<file path="src/inc/mmx_regs.svh">
// Encodings, field positions, reset values and timing counts of the move and multiply executor
`ifndef MMX_REGS_SVH
`define MMX_REGS_SVH

// ******************************************************************
// Opcode patterns
// ******************************************************************
`define MMX_OP_MOVE_SRC 4'hC
`define MMX_OP_MOVE_DST 4'hF
`define MMX_OP_BANK_LIT 8'h01
`define MMX_OP_ACC_LIT 8'h0E
`define MMX_OP_MUL_LIT 8'h0D
`define MMX_OP_STORE 7'h37

// ******************************************************************
// Field positions
// ******************************************************************
`define MMX_ADDR_MSB 11
`define MMX_LIT_MSB 7
`define MMX_ACCESS_BIT 8

// ******************************************************************
// Data space
// ******************************************************************
`define MMX_ACCUM_ADDR 12'hFE8
`define MMX_ACCESS_SPLIT 8'h80
`define MMX_ACCESS_HIGH_BANK 4'hF
`define MMX_ACCESS_LOW_BANK 4'h0

// ******************************************************************
// Reset values and timing
// ******************************************************************
`define MMX_ACCUM_RST 8'h00
`define MMX_BANK_RST 8'h00
`define MMX_PROD_RST 8'h00
`define MMX_QUARTERS 2'h3
`define MMX_Q_READ 2'h1
`define MMX_Q_WRITE 2'h2
`define MMX_SCRATCH_RST 8'h00

`endif

</file>
<file path="src/inc/mmx_pkg.sv">
// Types shared by the move and multiply executor
package mmx_pkg;
  typedef enum logic [1:0] {
    MMX_IDLE,
    MMX_MOVE_READ,
    MMX_MOVE_WRITE
  } mmx_state_t;
endpackage

</file>
<file path="src/mmx_exec.sv">
// Decode and execute of the move, literal load, store and literal multiply group
// Functional notes
// - Register move spans two words: source address then destination address, 0..4095.
// - Register move copies source byte to destination; status flags untouched.
// - Move addresses reach full 12-bit data space without bank select.
// - Accumulator is addressable as move source or destination.
// - Move takes two cycles; read in first, write in last quarter of second.
// - Bank literal load writes literal into bank select register, one cycle.
// - Accumulator literal load places literal in accumulator, one cycle, no flags.
// - Store copies accumulator to addressed file register, one cycle, no flags.
// - Store's 8-bit address picks a location in a 256-byte bank.
// - Access bit 0 uses access bank; 1 uses bank select register.
// - Literal multiply forms unsigned 16-bit product of accumulator and literal.
// - Product high gets upper byte, low gets lower; accumulator unchanged.
// - Literal multiply leaves every status flag untouched.
`timescale 1ns/1ps
`include "mmx_regs.svh"
module mmx_exec (
  input wire logic ref_clk,
  input wire logic sys_rst,
  input wire logic instr_valid,
  input wire logic [15:0] instr_word,
  input wire logic [7:0] mem_rdata,
  output logic instr_ready,
  output logic instr_done,
  output logic [1:0] quarter,
  output logic mem_rd,
  output logic mem_wr,
  output logic [11:0] mem_addr,
  output logic [7:0] mem_wdata,
  output logic [7:0] accum,
  output logic [7:0] bank_select_reg,
  output logic [7:0] product_high_byte,
  output logic [7:0] product_low_byte,
  output logic status_write
);
  // ******************************************************************
  // Quarter phase counter
  // ******************************************************************
  logic [1:0] next_quarter;
  always_comb begin
    next_quarter = quarter + 2'h1;
  end
  always_ff @(posedge ref_clk or posedge sys_rst) begin
    if (sys_rst) begin
      quarter <= 2'h0;
    end else begin
      quarter <= next_quarter;
    end
  end

  // ******************************************************************
  // Decode
  // ******************************************************************
  logic q_last;
  logic is_move_src;
  logic is_move_dst;
  logic is_bank_lit;
  logic is_acc_lit;
  logic is_mul_lit;
  logic is_store;
  logic [7:0] lit;
  logic [11:0] store_addr;
  logic [15:0] mul_product;
  assign q_last = (quarter == `MMX_QUARTERS);
  assign lit = instr_word[`MMX_LIT_MSB:0];
  assign is_move_src = (instr_word[15:12] == `MMX_OP_MOVE_SRC);
  assign is_move_dst = (instr_word[15:12] == `MMX_OP_MOVE_DST);
  assign is_bank_lit = (instr_word[15:8] == `MMX_OP_BANK_LIT);
  assign is_acc_lit = (instr_word[15:8] == `MMX_OP_ACC_LIT);
  assign is_mul_lit = (instr_word[15:8] == `MMX_OP_MUL_LIT);
  assign is_store = (instr_word[15:9] == `MMX_OP_STORE);

  // Access bank: low half maps to bank 0, high half to the special registers
  always_comb begin
    if (!instr_word[`MMX_ACCESS_BIT]) begin
      if (lit < `MMX_ACCESS_SPLIT) begin
        store_addr = {`MMX_ACCESS_LOW_BANK, lit};
      end else begin
        store_addr = {`MMX_ACCESS_HIGH_BANK, lit};
      end
    end else begin
      store_addr = {bank_select_reg[3:0], lit};
    end
  end

  mmx_mul8 u_mul (
    .op_a(accum),
    .op_b(lit),
    .product(mul_product)
  );

  // ******************************************************************
  // Sequencer
  // ******************************************************************
  mmx_pkg::mmx_state_t state;
  mmx_pkg::mmx_state_t next_state;
  logic next_ready;
  logic next_done;
  logic take_word;
  logic op_take;
  logic move_first;
  logic move_second;
  logic read_launch;
  logic write_launch;
  logic src_is_accum;
  logic dst_is_accum;
  logic [11:0] src_addr;
  logic [11:0] dst_addr;

  assign take_word = instr_valid && q_last;
  assign op_take = (state == mmx_pkg::MMX_IDLE) && take_word;
  assign move_first = op_take && is_move_src;
  assign move_second = (state == mmx_pkg::MMX_MOVE_READ) && take_word;
  assign read_launch = (state == mmx_pkg::MMX_MOVE_READ) && (quarter == `MMX_Q_READ);
  assign write_launch = (state == mmx_pkg::MMX_MOVE_WRITE) && (quarter == `MMX_Q_WRITE);
  assign src_is_accum = (src_addr == `MMX_ACCUM_ADDR);
  assign dst_is_accum = (dst_addr == `MMX_ACCUM_ADDR);

  // Limitation: the three-cycle extended form of the move is not modelled
  always_comb begin
    next_state = state;
    next_done = 1'b0;
    case (state)
      mmx_pkg::MMX_IDLE: begin
        // Words are taken only at the end of a cycle, in the last quarter
        if (move_first) begin
          next_state = mmx_pkg::MMX_MOVE_READ;
        end else if (op_take) begin
          // Unknown words and a stray destination word end as a no-operation
          next_done = 1'b1;
        end
      end
      mmx_pkg::MMX_MOVE_READ: begin
        // Source is fetched again each cycle until the second word arrives
        if (move_second) begin
          next_state = mmx_pkg::MMX_MOVE_WRITE;
        end
      end
      mmx_pkg::MMX_MOVE_WRITE: begin
        // No dummy read in the second cycle; write only in its last quarter
        if (write_launch) begin
          next_done = 1'b1;
          next_state = mmx_pkg::MMX_IDLE;
        end
      end
      default: begin
        next_state = mmx_pkg::MMX_IDLE;
      end
    endcase
    // Also covers the last quarter of a move write cycle, when idle again
    next_ready = (next_state != mmx_pkg::MMX_MOVE_WRITE) && (next_quarter == `MMX_QUARTERS);
  end

  always_ff @(posedge ref_clk or posedge sys_rst) begin
    if (sys_rst) begin
      state <= mmx_pkg::MMX_IDLE;
      instr_ready <= 1'b0;
      instr_done <= 1'b0;
      status_write <= 1'b0;
    end else begin
      state <= next_state;
      instr_ready <= next_ready;
      instr_done <= next_done;
      // None of this group touches status flags
      status_write <= 1'b0;
    end
  end

  // ******************************************************************
  // Move operands
  // ******************************************************************
  logic [7:0] move_data;
  logic [7:0] next_move_data;
  logic [11:0] next_src_addr;
  logic [11:0] next_dst_addr;

  always_comb begin
    next_move_data = move_data;
    next_src_addr = src_addr;
    next_dst_addr = dst_addr;
    if (move_first) begin
      next_src_addr = instr_word[`MMX_ADDR_MSB:0];
    end
    if (move_second) begin
      next_dst_addr = instr_word[`MMX_ADDR_MSB:0];
    end
    // The accumulator has no memory cell behind it, so it is read here
    if (read_launch && src_is_accum) begin
      next_move_data = accum;
    end
    // Memory data stands only in the quarter in which the read strobe is high
    if (mem_rd) begin
      next_move_data = mem_rdata;
    end
  end

  always_ff @(posedge ref_clk or posedge sys_rst) begin
    if (sys_rst) begin
      move_data <= `MMX_SCRATCH_RST;
      src_addr <= 12'h000;
      dst_addr <= 12'h000;
    end else begin
      move_data <= next_move_data;
      src_addr <= next_src_addr;
      dst_addr <= next_dst_addr;
    end
  end

  // ******************************************************************
  // Architectural registers
  // ******************************************************************
  logic [7:0] next_accum;
  logic [7:0] next_bank;
  logic [7:0] next_prod_hi;
  logic [7:0] next_prod_lo;

  always_comb begin
    next_accum = accum;
    next_bank = bank_select_reg;
    next_prod_hi = product_high_byte;
    next_prod_lo = product_low_byte;
    if (op_take) begin
      if (is_bank_lit) begin
        // All eight bits are kept; only the low nibble picks a bank
        next_bank = lit;
      end else if (is_acc_lit) begin
        next_accum = lit;
      end else if (is_mul_lit) begin
        // Accumulator is only an operand and keeps its value
        next_prod_hi = mul_product[15:8];
        next_prod_lo = mul_product[7:0];
      end
    end
    if (write_launch && dst_is_accum) begin
      next_accum = move_data;
    end
  end

  always_ff @(posedge ref_clk or posedge sys_rst) begin
    if (sys_rst) begin
      accum <= `MMX_ACCUM_RST;
      bank_select_reg <= `MMX_BANK_RST;
      product_high_byte <= `MMX_PROD_RST;
      product_low_byte <= `MMX_PROD_RST;
    end else begin
      accum <= next_accum;
      bank_select_reg <= next_bank;
      product_high_byte <= next_prod_hi;
      product_low_byte <= next_prod_lo;
    end
  end

  // ******************************************************************
  // Data memory port
  // ******************************************************************
  logic next_rd;
  logic next_wr;
  logic [11:0] next_addr;
  logic [7:0] next_wdata;

  // A store is taken only when idle, so it never meets a move on these lines
  always_comb begin
    next_rd = 1'b0;
    next_wr = 1'b0;
    next_addr = mem_addr;
    next_wdata = mem_wdata;
    if (op_take && is_store) begin
      next_addr = store_addr;
      next_wdata = accum;
      next_wr = 1'b1;
    end
    if (read_launch && !src_is_accum) begin
      next_rd = 1'b1;
      next_addr = src_addr;
    end
    if (write_launch && !dst_is_accum) begin
      next_wr = 1'b1;
      next_addr = dst_addr;
      next_wdata = move_data;
    end
  end

  always_ff @(posedge ref_clk or posedge sys_rst) begin
    if (sys_rst) begin
      mem_rd <= 1'b0;
      mem_wr <= 1'b0;
      mem_addr <= 12'h000;
      mem_wdata <= 8'h00;
    end else begin
      mem_rd <= next_rd;
      mem_wr <= next_wr;
      mem_addr <= next_addr;
      mem_wdata <= next_wdata;
    end
  end
endmodule // mmx_exec

</file>
<file path="src/mmx_mul8.sv">
// Unsigned 8 by 8 multiplier, single cycle
`timescale 1ns/1ps
module mmx_mul8 (
  input wire logic [7:0] op_a,
  input wire logic [7:0] op_b,
  output logic [15:0] product
);
  // ******************************************************************
  // Shift and add array
  // ******************************************************************
  logic [15:0] partial [0:8];
  assign partial[0] = 16'h0000;
  genvar i;
  generate
    for (i = 0; i < 8; i++) begin : g_row
      assign partial[i+1] = partial[i] + (op_b[i] ? ({8'h00, op_a} << i) : 16'h0000);
    end
  endgenerate
  // Full width, so neither carry nor overflow can occur
  assign product = partial[8];
endmodule // mmx_mul8
</file>
<file path="config.mk">
export PLATFORM = sky130hd
export DESIGN_NAME = mmx_exec
export DESIGN_NICKNAME = d
export VERILOG_FILES = /design/src/inc/mmx_pkg.sv /design/src/mmx_exec.sv /design/src/mmx_mul8.sv
export VERILOG_INCLUDE_DIRS = /design/src /design/src/inc
export SDC_FILE = /design/constraint.sdc
export NUM_CORES = 1
export LEC_CHECK = 0
export BUFFER_PORTS_ARGS = -buffer_cell sky130_fd_sc_hd__buf_2
export CORE_MARGIN = 2
export CORE_UTILIZATION = 55
export CTS_CLUSTER_DIAMETER = 200
export DETAILED_ROUTE_END_ITERATION = 6
export GPL_ROUTABILITY_DRIVEN = 0
export GPL_TIMING_DRIVEN = 0
export PLACE_DENSITY = 0.77
export REMOVE_ABC_BUFFERS = 1
export SLEW_MARGIN = 20
export SYNTH_ARGS = -nofsm -noshare
export SYNTH_HDL_FRONTEND = slang
export SYNTH_HIERARCHICAL = 1
export SYNTH_SLANG_ARGS = --single-unit
</file>
<file path="constraint.sdc">
create_clock -name ref_clk -period 18.35 [get_ports ref_clk]
set_input_delay 3.67 -clock ref_clk [delete_from_list [all_inputs] [get_ports ref_clk]]
set_output_delay 3.67 -clock ref_clk [all_outputs]
set_load 0.02 [all_outputs]
</file>
==> impl_results.md <==
- Initial antenna violation count: 0
- Worst Setup SP: instr_word[4]
- Crit-path most repeated cell: fa_1
- Global-route wire length before repair: between 20000 and 25000 um
- Main synth FF type: dfrtp_1
- DRC: 0
- Final WL: 13700 um
- Initial DRC count: just over 300
- Biggest regs: dst_addr x12, mem_addr x12, src_addr x12
- DP HPWL: ~10000 um
- Hold Crit Class: reg -> reg
- Area grow syn2layout: 12.6%
- CP Data Arrival Time: 9.58 ns
- Total grt overflow: 0
- Critical-path maximum fanout: 13
- Cts bufs inserted: 9
- Crit Path Category: in -> reg
- CTS Hold Buffers Added: 0
- Largest net degree at the start of global routing: 50
- Row count: 38
- CP Launch Type: input pin
- Outcome: finished, final reports clean
- Final setup fails: 0
- Pre-antenna DRT Iters: 7
- R2r endpoint: product_high_byte[6]$_DFFE_PP0P_
- Avg Inst Size Synth: approximately 11 um^2
- Final Hold Fails: 0
- Skew final: roughly 0.016 ns
- Nature of the critical path endpoint: flop
- Levels on crit path: 22
- Period minus WS final: 9.31 ns
- Final Max Tran Viols: 0
- Share of cells above drive strength 1: between 20% and 30%
- Register area: 0.00230 mm^2
- R2r worst-path depth: 21
- Number of global-route vias before repair: between 4000 and 5000
- Die X: approximately 110 um
- Vias per cell: between 5 and 6
- Clock transition at path regs: 0.10 ns
- Pwr Total: between 0.8 and 0.9 mW
- Root buffer cell: clkbuf_8
- Port bufs: 84
- # clock sinks: 92
- Setup tns final: 0 ns
- Crit path buffers/inverters: 4
- Critical path data required time: approximately 19 ns
- Filler instances: 891
- Seq cells post-synth: 92
- CORE AREA: approximately 0.011 mm^2
- MaxCap Viol Count: 0
- Slew HR: between 40% and 50%
- R2r startpoint: accum[4]$_DFFE_PP0P_
- Cts repair resizes: 0
- R2r setup slk: ~12 ns
- Cell area after synthesis: just over 0.006 mm^2
- Synth warnings: 6
- Multi-input logic area: between 0.003 and 0.004 mm^2
- Synth async-reset ratio: 100%
- Setup crit end: product_high_byte[6]$_DFFE_PP0P_
- Detailed-route via count: ~4600
- CP peak stage delay: around 0.6 ns
- Slowest CP cell: fa_1
- Die extent in y: approximately 110 um
- Initial cell density of the core: a little under three fifths
- Bufs on Longest Clock Path: 2
- Syn Inst Count: ~570
- Crit-path cells: buf_2 -> and2_1 -> fa_1 -> fa_1 -> fa_1 -> ha_1 -> inv_1 -> fa_1 -> nor2b_1 -> o21a_1 -> nor2_1 -> xnor2_1 -> fa_1 -> inv_1 -> fa_1 -> inv_1 -> ha_1 -> a211oi_1 -> nor3_2 -> mux2i_1 -> or3_1 -> mux2_2
- Worst slew pin tran: 0.887 ns
- Cell variety after synth: a little over 60
- I/O pin cnt: 86
- N_diodes: 0
- GRT Util Overall: 24.7%
- DIE AREA: approximately 0.012 mm^2
- Layout Nets: between 700 and 800
- Htree depth: 3
- Sequential share of the synthesized area: between 30% and 40%
- Post-CTS setup buffer count: 0
- DR WL/cell: ~17 um
- Hold_ws: roughly 0.5 ns
- Worst VDD drop: ~0.00014 V
- Final period utilization: a little over 50%
- Leakage: 3.34 nW
- TritonCTS clock tree: yes
- Post-synth EDFFs: 0
- Max frequency: 0.107 GHz
- Worst skew pair latency: 0.38 ns
- RSZ-0062 raised after global routing: no
- PD cells: about 120 mW/mm^2
- Routed Antenna Nets: 0
- CP delay by family, top: adder cells
[layout make-up]
cell class              instances  area share [%]
clock buffers                  13            2.44
clock inverters                 3           0.398
inverters                      48            2.64
multi-input cells             419            52.1
flip-flops and latches         92            33.3
well taps                     140            2.54
repair buffers                 86            6.59
[metrics by stage]
stage	worst slack, ns	util [%]	area [um^2]	cells
after floorplan	9.24	-	6060	559
final	9.04	63.7	6910	801
after detailed placement	8.64	61.9	6710	785
after global routing	8.74	63.7	6910	801
after CTS	9.04	63.7	6910	801
after global placement	8.75	61.4	6660	783
[how the worst min path moves through the flow]
stage | from | cells past startpoint | end | slack [ns]
2_1_floorplan | state[1]$_DFF_PP0_ | 1 | state[0]$_DFF_PP0_ | 0.46
3_3_place_gp | product_high_byte[3]$_DFFE_PP0P_ | 1 | product_high_byte[3]$_DFFE_PP0P_ | 0.48
3_5_place_dp | product_low_byte[4]$_DFFE_PP0P_ | 1 | product_low_byte[4]$_DFFE_PP0P_ | 0.49
4_1_cts | move_data[2]$_DFFE_PP0P_ | 2 | accum[2]$_DFFE_PP0P_ | 0.51
5_1_grt | move_data[2]$_DFFE_PP0P_ | 2 | accum[2]$_DFFE_PP0P_ | 0.53
6_report | move_data[2]$_DFFE_PP0P_ | 2 | accum[2]$_DFFE_PP0P_ | 0.51
[layer usage]
metal  track usage, %  wire length, um  share of wire, %  vias to the layer above
met5                0                0                 0                        -
met2             41.8             6830                50                      130
li1                 -                -                 -                     2120
met3             4.33              648               4.7                       14
met4             8.41              178               1.3                        0
met1             32.1             6040                44                     2316
[cell usage after synthesis (4+ instances only)]
master,instances,share of area (%)
a222oi_1,4,0.65
ha_1,34,6.9
nor2_1,16,0.98
nand2_1,62,3.8
mux2i_1,27,4.4
nand3_1,18,1.5
a22oi_1,5,0.61
inv_1,48,2.9
buf_1,4,0.24
xnor2_1,7,1.0
nand2b_1,5,0.51
mux2_2,41,7.5
and2_1,51,5.2
o21ai_0,34,2.8
nand3b_1,5,0.61
dfrtp_1,92,38
clkbuf_1,6,0.37
mux2_4,8,2.0
a21oi_1,11,0.90
fa_1,34,11
[kinds of logic after synthesis]
family / count (synthesis) / synth area share [%]
AOI/OAI and AO/OA: 74 / 7.57
xor gates and xnor gates: 10 / 1.43
adders and majority gates: 68 / 18.0
buffers and inverters: 62 / 4.06
DFF: 92 / 37.5
muxes: 76 / 13.9
other: 1 / 0.0611
and+or+nand+nor: 190 / 17.4
[layout by cell type, fill, tap and decap left out, drive strengths merged, types with 13 or more instances in the layout]
cell type / count
and2: 51
buf: 86
clkbuf: 13
dfrtp: 92
fa: 34
ha: 34
inv: 50
mux2: 49
mux2i: 27
nand2: 63
nand3: 18
nor2: 17
o21ai: 35
[where the power goes]
part	switching, mW	leakage (nW)	internal, mW
clock network	0.0785	0.0982	0.0620
logic	0.256	2.08	0.210
registers	0.0135	1.16	0.221
[tightest hold or removal path: stages, from the launching register on]
cell,delay (ns)
dfrtp_1,0.38
nand2_1,0.05
o21ai_0,0.06
(Power assumes the default switching activity.)
